==> src/ufbg_pkg.sv <==
// constants and helpers shared by the fractional baud generator
package ufbg_pkg;
    localparam int          UFBG_BYTE_W  = 8;
    localparam int          UFBG_DIV_W   = 16;
    localparam int          UFBG_FRAC_W  = 4;
    localparam int          UFBG_ACC_W   = 6;
    localparam int          UFBG_IER_W   = 10;
    localparam int          UFBG_OVERSAMPLE = 16;

    localparam logic [31:0] UFBG_DATA_ADDR  = 32'hE000_C000;
    localparam logic [31:0] UFBG_IER_ADDR   = 32'hE000_C004;
    localparam logic [31:0] UFBG_LCR_ADDR   = 32'hE000_C00C;
    localparam logic [31:0] UFBG_FRAC_ADDR  = 32'hE000_C028;

    localparam int          UFBG_ACCESS_BIT = 7;
    localparam int          UFBG_ADD_LSB    = 0;
    localparam int          UFBG_MUL_LSB    = 4;

    localparam logic [7:0]  UFBG_DIV_LOW_RST  = 8'h01;
    localparam logic [7:0]  UFBG_DIV_HIGH_RST = 8'h00;
    localparam logic [7:0]  UFBG_LCR_RST      = 8'h00;
    localparam logic [3:0]  UFBG_ADD_RST      = 4'h0;
    localparam logic [3:0]  UFBG_MUL_RST      = 4'h1;
    localparam logic [9:0]  UFBG_IER_RST      = 10'h000;
    localparam logic [9:0]  UFBG_IER_MASK     = 10'h307;

    typedef logic [UFBG_DIV_W-1:0] ufbg_div_t;

    // zero divides as one so the counter never wraps at minus one
    function automatic ufbg_div_t ufbg_eff_div(input logic [7:0] hi,
                                               input logic [7:0] lo);
        ufbg_div_t d;
        d = {hi, lo};
        if (d == 16'h0000) begin
            d = 16'h0001;
        end
        return d;
    endfunction
endpackage

==> src/ufbg_presc_if.sv <==
// link between register file and fractional prescaler
`timescale 1ns/100ps
interface ufbg_presc_if;
    import ufbg_pkg::*;
    logic [UFBG_FRAC_W-1:0] mul;
    logic [UFBG_FRAC_W-1:0] add;
    logic                   tick;
    modport cfg   (output mul, output add, input tick);
    modport presc (input mul, input add, output tick);
endinterface

==> src/ufbg_frac_presc.sv <==
// fractional prescaler: passes mul of every mul+add bus clocks
`timescale 1ns/100ps
module ufbg_frac_presc (
    input  wire logic    sys_clk_i,
    input  wire logic    reset_n_i,
    ufbg_presc_if.presc  frac
);
    import ufbg_pkg::*;

    logic [UFBG_ACC_W-1:0] acc_r;
    logic [UFBG_ACC_W-1:0] acc_nxt;
    logic                  tick_r;
    logic                  tick_nxt;
    logic [UFBG_ACC_W-1:0] sum;
    logic [UFBG_ACC_W-1:0] modulo;

    // accumulator steps by mul, wraps at mul+add: add clocks dropped, evenly
    always_comb begin
        modulo   = UFBG_ACC_W'(frac.mul) + UFBG_ACC_W'(frac.add);
        sum      = acc_r + UFBG_ACC_W'(frac.mul);
        acc_nxt  = sum;
        tick_nxt = 1'b0;
        if (acc_r >= modulo) begin
            // left over after a config change shrank the modulus
            acc_nxt  = '0;
            tick_nxt = 1'b1;
        end else if (sum >= modulo) begin
            acc_nxt  = sum - modulo;
            tick_nxt = 1'b1;
        end
    end

    always_ff @(posedge sys_clk_i or negedge reset_n_i) begin
        if (!reset_n_i) begin
            acc_r  <= '0;
            tick_r <= 1'b0;
        end else begin
            acc_r  <= acc_nxt;
            tick_r <= tick_nxt;
        end
    end

    assign frac.tick = tick_r;
endmodule

==> src/ufbg_top.sv <==
// register file and divisor of the fractional baud generator
`timescale 1ns/100ps
module ufbg_top (
    input  wire logic                       sys_clk_i,
    input  wire logic                       reset_n_i,
    input  wire logic                       psel_i,
    input  wire logic                       penable_i,
    input  wire logic                       pwrite_i,
    input  wire logic [31:0]                paddr_i,
    input  wire logic [31:0]                pwdata_i,
    output logic      [31:0]                prdata_o,
    output logic                            pready_o,
    input  wire logic [ufbg_pkg::UFBG_BYTE_W-1:0] rx_data_i,
    output logic                            rx_read_o,
    output logic                            tx_write_o,
    output logic      [ufbg_pkg::UFBG_BYTE_W-1:0] tx_data_o,
    output logic      [ufbg_pkg::UFBG_IER_W-1:0]  int_enable_o,
    output logic      [ufbg_pkg::UFBG_BYTE_W-1:0] line_control_o,
    output logic                            baud16_o
);
    import ufbg_pkg::*;

    ufbg_presc_if frac ();

    ufbg_frac_presc u_presc (
        .sys_clk_i (sys_clk_i),
        .reset_n_i (reset_n_i),
        .frac      (frac.presc)
    );

    // register state
    logic [7:0]            div_low_r;
    logic [7:0]            div_low_nxt;
    logic [7:0]            div_high_r;
    logic [7:0]            div_high_nxt;
    logic [7:0]            lcr_r;
    logic [7:0]            lcr_nxt;
    logic [3:0]            add_r;
    logic [3:0]            add_nxt;
    logic [3:0]            mul_r;
    logic [3:0]            mul_nxt;
    logic [UFBG_IER_W-1:0] ier_r;
    logic [UFBG_IER_W-1:0] ier_nxt;
    logic [31:0]           prdata_nxt;
    logic                  pready_nxt;
    logic                  rx_read_nxt;
    logic                  tx_write_nxt;
    logic [7:0]            tx_data_nxt;

    logic                  setup;
    logic                  wr;
    logic                  rd;
    logic                  div_access;
    logic                  sel_data;
    logic                  sel_ier;
    logic                  sel_lcr;
    logic                  sel_frac;
    logic                  div_wr;

    assign div_access = lcr_r[UFBG_ACCESS_BIT];
    assign setup      = psel_i && !penable_i;
    assign wr         = psel_i && penable_i && pwrite_i;
    assign rd         = psel_i && penable_i && !pwrite_i;
    assign sel_data   = (paddr_i == UFBG_DATA_ADDR);
    assign sel_ier    = (paddr_i == UFBG_IER_ADDR);
    assign sel_lcr    = (paddr_i == UFBG_LCR_ADDR);
    assign sel_frac   = (paddr_i == UFBG_FRAC_ADDR);
    assign div_wr     = wr && div_access && (sel_data || sel_ier);

    assign frac.mul = mul_r;
    assign frac.add = add_r;

    always_comb begin
        div_low_nxt  = div_low_r;
        div_high_nxt = div_high_r;
        lcr_nxt      = lcr_r;
        add_nxt      = add_r;
        mul_nxt      = mul_r;
        ier_nxt      = ier_r;
        tx_write_nxt = 1'b0;
        tx_data_nxt  = tx_data_o;
        rx_read_nxt  = rd && sel_data && !div_access;
        if (wr) begin
            if (sel_data && div_access) begin
                div_low_nxt = pwdata_i[7:0];
            end
            if (sel_ier && div_access) begin
                div_high_nxt = pwdata_i[7:0];
            end
            if (sel_data && !div_access) begin
                tx_write_nxt = 1'b1;
                tx_data_nxt  = pwdata_i[7:0];
            end
            if (sel_ier && !div_access) begin
                ier_nxt = pwdata_i[UFBG_IER_W-1:0] & UFBG_IER_MASK;
            end
            if (sel_lcr) begin
                lcr_nxt = pwdata_i[7:0];
            end
            if (sel_frac) begin
                // upper bits are dropped, never stored
                add_nxt = pwdata_i[UFBG_ADD_LSB +: UFBG_FRAC_W];
                mul_nxt = pwdata_i[UFBG_MUL_LSB +: UFBG_FRAC_W];
            end
        end
    end

    // read data is staged in the setup phase so access runs with no wait
    always_comb begin
        prdata_nxt = 32'h0000_0000;
        pready_nxt = setup;
        if (setup && !pwrite_i) begin
            if (sel_data) begin
                prdata_nxt[7:0] = div_access ? div_low_r : rx_data_i;
            end else if (sel_ier) begin
                prdata_nxt[UFBG_IER_W-1:0] =
                    div_access ? {2'b00, div_high_r} : ier_r;
            end else if (sel_lcr) begin
                prdata_nxt[7:0] = lcr_r;
            end else if (sel_frac) begin
                prdata_nxt[7:0] = {mul_r, add_r};
            end
        end
    end

    always_ff @(posedge sys_clk_i or negedge reset_n_i) begin
        if (!reset_n_i) begin
            div_low_r    <= UFBG_DIV_LOW_RST;
            div_high_r   <= UFBG_DIV_HIGH_RST;
            lcr_r        <= UFBG_LCR_RST;
            add_r        <= UFBG_ADD_RST;
            mul_r        <= UFBG_MUL_RST;
            ier_r        <= UFBG_IER_RST;
            prdata_o     <= 32'h0000_0000;
            pready_o     <= 1'b0;
            rx_read_o    <= 1'b0;
            tx_write_o   <= 1'b0;
            tx_data_o    <= 8'h00;
        end else begin
            div_low_r    <= div_low_nxt;
            div_high_r   <= div_high_nxt;
            lcr_r        <= lcr_nxt;
            add_r        <= add_nxt;
            mul_r        <= mul_nxt;
            ier_r        <= ier_nxt;
            prdata_o     <= prdata_nxt;
            pready_o     <= pready_nxt;
            rx_read_o    <= rx_read_nxt;
            tx_write_o   <= tx_write_nxt;
            tx_data_o    <= tx_data_nxt;
        end
    end

    assign int_enable_o   = ier_r;
    assign line_control_o = lcr_r;

    // divisor: one baud16 pulse per eff_div prescaler ticks
    ufbg_div_t div_eff;
    ufbg_div_t cnt_r;
    ufbg_div_t cnt_nxt;
    logic      b16_nxt;
    logic      wrap;

    assign div_eff = ufbg_eff_div(div_high_r, div_low_r);
    // >= rather than == so a shrunk divisor cannot strand the count
    assign wrap    = frac.tick && !div_wr && (cnt_r >= div_eff - 16'h0001);

    always_comb begin
        cnt_nxt = cnt_r;
        b16_nxt = 1'b0;
        if (div_wr) begin
            cnt_nxt = '0;
        end else if (wrap) begin
            cnt_nxt = '0;
            b16_nxt = 1'b1;
        end else if (frac.tick) begin
            cnt_nxt = cnt_r + 16'h0001;
        end
    end

    always_ff @(posedge sys_clk_i or negedge reset_n_i) begin
        if (!reset_n_i) begin
            cnt_r    <= '0;
            baud16_o <= 1'b0;
        end else begin
            cnt_r    <= cnt_nxt;
            baud16_o <= b16_nxt;
        end
    end

    // helper state read only by the checks below
    ufbg_div_t h_cnt_r;
    logic      h_dirty_r;
    logic      h_first_r;

    always_ff @(posedge sys_clk_i or negedge reset_n_i) begin
        if (!reset_n_i) begin
            h_cnt_r   <= '0;
            h_dirty_r <= 1'b1;
            h_first_r <= 1'b1;
        end else begin
            h_first_r <= 1'b0;
            if (wrap) begin
                h_cnt_r   <= '0;
                h_dirty_r <= 1'b0;
            end else if (frac.tick) begin
                h_cnt_r <= h_cnt_r + 16'h0001;
            end
            if (div_wr) begin
                h_dirty_r <= 1'b1;
            end
        end
    end
endmodule

==> config.mk <==
export PLATFORM = sky130hd
export DESIGN_NAME = ufbg_top
export DESIGN_NICKNAME = d
export VERILOG_FILES = /design/src/ufbg_pkg.sv /design/src/ufbg_presc_if.sv /design/src/ufbg_frac_presc.sv /design/src/ufbg_top.sv
export SDC_FILE = /design/constraint.sdc
export NUM_CORES = 1
export LEC_CHECK = 0
export BUFFER_PORTS_ARGS = -buffer_cell sky130_fd_sc_hd__buf_2
export CORE_UTILIZATION = 50
export DETAILED_ROUTE_END_ITERATION = 8
export PLACE_DENSITY_LB_ADDON = 0.08
export SLEW_MARGIN = 40
export SYNTH_ARGS = -nofsm -noshare
export SYNTH_HDL_FRONTEND = slang
export SYNTH_SLANG_ARGS = --single-unit
==> constraint.sdc <==
create_clock -name sys_clk_i -period 10 [get_ports sys_clk_i]
set_input_delay 1 -clock sys_clk_i [delete_from_list [all_inputs] [get_ports sys_clk_i]]
set_output_delay 1 -clock sys_clk_i [all_outputs]
set_load 0.1 [all_outputs]
; Word level (Yosys, flattened, before mapping)
; Cells that the tools add are included.
[word_totals]
reg_bits = 82
inputBits = 77
elab_cells = 76
[op_classes]
addsub = 5
order_cmp = 3
eq_ne = 4
mux = 21
reduce_logical = 28
[ops]
columns = op, count
row1 = $eq 32x32->1 const B, 4
row2 = $mux 16, 4
row3 = $mux 8, 5
row4 = $mux 10, 2
row5 = $add 16x1->16 const B, 1
row6 = $ge 16x16->1, 1
row7 = $logic_not 16->1, 1
row8 = $sub 16x1->16 const B, 1
row9 = $logic_and 1x1->1, 15
row10 = $ge 6x6->1, 2
row11 = $mux 6, 2
row12 = $reduce_and 2->1, 6
row13 = $add 6x4->6, 1
row14 = $mux 1, 6
row15 = $sub 6x6->6, 1
row16 = $add 4x4->5, 1
row17 = $logic_not 1->1, 4
row18 = $mux 2, 2
row19 = $reduce_bool 3->1, 1
row20 = $logic_or 1x1->1, 1

; Logic depth before layout (Yosys ltp)
[logic_depth]
word_depth = 9
mapped_depth = 13
depth_no_buf = 13

; Modules after synthesis
; From an unflattened synthesis, not the netlist that was laid out.
[unflattened]
cells_unflattened = 542
area_unflattened_um2 = 5461.5
[modules_own_cells]
columns = module, instances, cells_each, area_each_um2, seq_area_each_um2
row1 = ufbg_top, 1, 450, 4569.4, 1879.3
row2 = ufbg_frac_presc, 1, 92, 892.1, 175.2

; Least setup slack after synthesis
; No wires, ideal clock.
[synth_path]
path_type = register to register
start = register div_high_r[3]
end = register cnt_r[6]
setup_time_ps = 125
arrival_time_ps = 3622
required_time_ps = 9875
slack_ps = 6252
path_stages_with_launch = 14
path_buffers = 0
synth_period_minus_slack_ps = 3748
cell_sequence = dfrtp_1 or4_1 nor4b_2 a31oi_1 ha_1 and3_1 nand2_1 xor2_1 ha_1 o21ai_0 o211ai_1 a22oi_2 a21oi_1 a2111oi_0
[synth_via]
elab_chain_cells = 7
word_cells_on_any_way = 8
[synth_rtl]
columns = item, line
row1 = from (decl), ufbg_top.sv:34  ; logic [7:0] div_high_r;
row2 = from (signal assigned), ufbg_top.sv:141  ; div_high_r <= div_high_nxt;
row3 = $logic_not 16->1, ufbg_pkg.sv:34  ; if (d == 16'h0000) begin
row4 = $mux 16 *, ufbg_pkg.sv:34
row5 = $sub 16x1->16 *, ufbg_top.sv:166  ; assign wrap = frac.tick && !div_wr && (cnt_r >= div_eff - 16'h0001);
row6 = $ge 16x16->1 *, ufbg_top.sv:166
row7 = $logic_and 1x1->1 *, ufbg_top.sv:166
row8 = $mux 16, ufbg_top.sv:173  ; end else if (wrap) begin
row9 = $mux 16, ufbg_top.sv:171  ; if (div_wr) begin
row10 = to (signal assigned), ufbg_top.sv:186  ; cnt_r <= cnt_nxt;
row11 = to (decl), ufbg_top.sv:159  ; ufbg_div_t cnt_r;
; Every way passes the cells marked *; elsewhere a longest branch is shown, timed or not.
; A chain may end at the register's enable or synchronous reset.

; Final worst setup path
[layout_path]
start = register div_high_r[2]
end = register cnt_r[6]
; Same word-level chain as after synthesis.

==> summary by stage <==
Run status
The run finished with clean final reports.

Final layout
The total area of sequential cells is a little over 2000 um2. The fraction of layout cells with a size suffix above 1 is 27.67%. The number of fillers in the final layout is 893. The final core utilization is 57.70%. The number of antenna repair diodes is 0.

In the layout the commonest cells are sky130_fd_sc_hd__buf_2, sky130_fd_sc_hd__dfrtp_1, sky130_fd_sc_hd__mux2_2. Leaving out fill and tap cells, the most frequent cell in the layout is sky130_fd_sc_hd__buf_2. Summing all multi-input logic gate instances after layout gives 3058 um2. The area growth from synthesis to layout is 12.16%. The net total in the final layout is 711.

Global routing
The first global-routing pass estimated 20.62 mm of wire. The number of global-route vias before repair was between 4k and 5k. The maximum number of pins on one net before global-route repair is 83. Global routing finished with a remaining overflow of 0. The overall routing resource usage is 23.95%. The number of antenna violations at the first check in global routing is 0.

Logic synthesis
The count of warnings emitted by yosys is 0. The synthesized netlist occupies a cell area of 5311 um2. For this run, the leading register cell type out of synthesis is sky130_fd_sc_hd__dfrtp_1. The per-instance average area after synthesis is 10.39 um2.

The post-synthesis async set-or-reset flop share is 100.0%. The number of distinct library cells after synthesis is 63. Sequential cells were found to cover 38.68% of the synthesized design area. The number of synthesized register bits is 82. In this run, synthesis inferred 0 flip-flops with an integrated enable. Synthesis produced 511 cells.

Setup path
The most used cell along the critical path is sky130_fd_sc_hd__ha_1. The slowest stage of the critical path belongs to the cell sky130_fd_sc_hd__or4_1. The capturing element type of the critical path is a flip-flop. The worst endpoint required time is approximately 10 ns. The worst setup path is of the flip-flop to flip-flop kind. Of all nets on the critical path, the largest fanout is 10. Walking the worst path, the cells encountered are or4_1, nor4b_2, a31oi_1, ha_1, and3_1, nand2_1, xor2_1, ha_1, nor3_1, o21ai_0, a22oi_2, a21oi_2, a2111oi_0. The biggest cell delay along the critical path is 0.57 ns.

The arrival time of data at the critical path endpoint is 4.62 ns. The kind of start point of the critical path is a flip-flop.

Placed design
In this run the tool buffered the top-level ports with 89 buffer cells. Routability-driven placement finished with a final weighted congestion of 0.8840. Once detailed placement completed, the half-perimeter wirelength came to around 9.5 mm.

Clock network
The post-CTS repair timing setup buffer count is 0. The level count of the clock H-tree is 3. TritonCTS created 9 clock buffers. After clock tree synthesis, the clock-pin slew on the worst setup and hold paths is 0.09 ns. The clock net in this run drives a total of between 80 and 90 sinks. The clock tree from TritonCTS is done. The clock reaches the later pin of the worst-skew pair after 0.36 ns. CTS placed an instance of sky130_fd_sc_hd__clkbuf_8 at the clock tree root.

The total of hold buffers inserted after clock tree synthesis is 0. In this run, post-CTS repair resized a total of 0 instances. The number of buffers on the longest clock path is 2.

Timing
The count of endpoints failing hold in the final timing report is 0. For the pin with the worst max-slew slack, the measured transition is 0.7676 ns. The highest attainable clock frequency is approximately 230 MHz. The final setup TNS is 0 ns. The number of max-slew violations in the final report came to 0. The ratio of final minimum period to clock period is 43.75%. Clock skew on the completed layout was measured at 0.008967 ns. The clock period minus worst slack is 4.375 ns. Setup violations remaining at the end of the flow were counted as 0.

Setup repair after global routing left no endpoint under its margin. The worst max-slew margin expressed relative to the limit is 48.83%.

Die
Pin placement for this block handled around 140 I/O pins. The die covers 11040 um2. The height of the chip is roughly 110 um. After floorplanning, the core was sized to cover 10320 um2.

The floorplan has 37 rows. The effective utilization at floorplan is around half. The x dimension of the die is ~110 um.

Min path
The min-delay analysis places its worst path in the category flip-flop to flip-flop.

Drt
After detailed routing, the met3 layer carries about 460 um of wire. The met2 wire length is roughly 6.5 mm. In this run, the number of DRC markers left after iteration 0 of detailed routing was around 230. The first detailed-routing pass took 4 iterations. The detailed router put a total of approximately 5.3 mm of wire on met1.

After detailed routing, the number of remaining DRC violations is 0. After detailed routing, the number of vias per cell comes to 5.698. The total number of vias is 4194. After detailed routing, the average wire length per cell comes to 16.80 um. The count of nets left with antenna violations once routing finished came out at 0.

The highest metal layer with signal wires is met4. The total routed wirelength is 12.36 mm.

Power and ir drop
The total power draw is 633.2 uW. The leakage power is 2.901 nW. The worst-case vdd ir drop is 0.0001033 V. The total power divided by cell area is ~110 nW/um2.

Flow run
Across the run, the number of max-cap violations was 0.
-- state kept, by name (all words and copies together), names as in the netlist --
| register | flops |
|---|---|
| div_high_r | 8 |
| pready_o | 1 |
| int_enable_o | 5 |
| prdata_o | 10 |
| line_control_o | 8 |
| u_presc.acc_r | 6 |
| frac.mul | 4 |
| baud16_o | 1 |
| add_r | 4 |
| rx_read_o | 1 |
| tx_write_o | 1 |
| cnt_r | 16 |
| div_low_r | 8 |
| tx_data_o | 8 |
| u_presc.frac.tick | 1 |
-- worst max-delay path, delay by kind of cell, from the launching register on --
family / cells / cell delay (ns)
and+or+nand+nor: 5 / 1.56
AOI/OAI and AO/OA: 5 / 1.51
adders and majority gates: 2 / 0.54
xor gates and xnor gates: 1 / 0.15
DFF: 1 / 0.47
-- power by group --
| group | internal [mW] | switching (mW) | total (mW) |
|---|---|---|---|
| logic | 0.0118 | 0.0656 | 0.0773 |
| registers | 0.331 | 0.0000441 | 0.332 |
| clock network | 0.0994 | 0.125 | 0.224 |
| total | 0.443 | 0.190 | 0.633 |
-- path summary, 6_finish.rpt --
kind / startpoint / endpoint / slack, ns / depth (start not counted)
min in group asynchronous: reset_n_i / cnt_r[10]$_DFFE_PN0P_ / 0.66 / 1
hold / removal: tx_data_o[6]$_DFFE_PN0P_ / tx_data_o[6]$_DFFE_PN0P_ / 0.51 / 1
setup reg to reg: div_high_r[2]$_DFFE_PN0P_ / cnt_r[6]$_DFFE_PN0P_ / 5.63 / 13
setup / recovery: div_high_r[2]$_DFFE_PN0P_ / cnt_r[6]$_DFFE_PN0P_ / 5.63 / 13
hold reg to reg: tx_data_o[6]$_DFFE_PN0P_ / tx_data_o[6]$_DFFE_PN0P_ / 0.51 / 1
max in group asynchronous: reset_n_i / cnt_r[5]$_DFFE_PN0P_ / 8.87 / 1
-- per-stage QoR --
step	area, um2	setup slack [ns]	instances	hold slack (ns)
floorplan	5409	6.252	537	0.5076
global placement	5759	5.570	720	0.4863
detailed placement	5772	5.487	720	0.4923
CTS	5951	5.466	736	0.5183
global route	5957	5.196	736	0.5336
finish	5957	5.625	736	0.5116
-- cell usage after synthesis (10+ instances only) --
library cell / number / area share [%]
sky130_fd_sc_hd__nand3_1: 19 / 1.8
sky130_fd_sc_hd__mux2_2: 45 / 9.5
sky130_fd_sc_hd__buf_4: 27 / 3.8
sky130_fd_sc_hd__clkbuf_1: 12 / 0.85
sky130_fd_sc_hd__a21oi_1: 23 / 2.2
sky130_fd_sc_hd__nor4_1: 23 / 2.7
sky130_fd_sc_hd__o21ai_0: 10 / 0.94
sky130_fd_sc_hd__ha_1: 36 / 8.5
sky130_fd_sc_hd__xnor2_1: 10 / 1.6
sky130_fd_sc_hd__mux2i_1: 15 / 2.8
sky130_fd_sc_hd__nand2_1: 30 / 2.1
sky130_fd_sc_hd__nor3_1: 11 / 1.0
sky130_fd_sc_hd__dfrtp_1: 80 / 38
sky130_fd_sc_hd__nor2_1: 35 / 2.5
-- per-layer routing --
| layer | global-route usage [%] | vias to the layer above |
|---|---|---|
| met5 | 0 | - |
| met3 | 4.866 | 8 |
| met4 | 5.835 | 0 |
| met2 | 41.53 | 89 |
| met1 | 30.57 | 2069 |
| li1 | - | 2028 |
-- area by class of cell --
class | count | area share (%)
multi-input combinational | 402 | 51.33
sequential | 82 | 34.49
timing repair buffer | 89 | 7.624
tap | 136 | 2.857
clock buffer | 12 | 2.436
inverter | 11 | 0.6931
clock inverter | 4 | 0.5671
-- cells by family after synthesis --
| logic type | after synthesis | synth area share, % |
|---|---|---|
| buf+inv | 53 | 5.818 |
| xor+xnor | 19 | 3.133 |
| simple gates | 170 | 18.35 |
| mux | 63 | 13.43 |
| flops | 82 | 38.68 |
| other cells | 1 | 0.07060 |
| compound gates | 84 | 10.91 |
| fa+ha+maj | 39 | 9.611 |
Power figures use the tool's default switching activity.
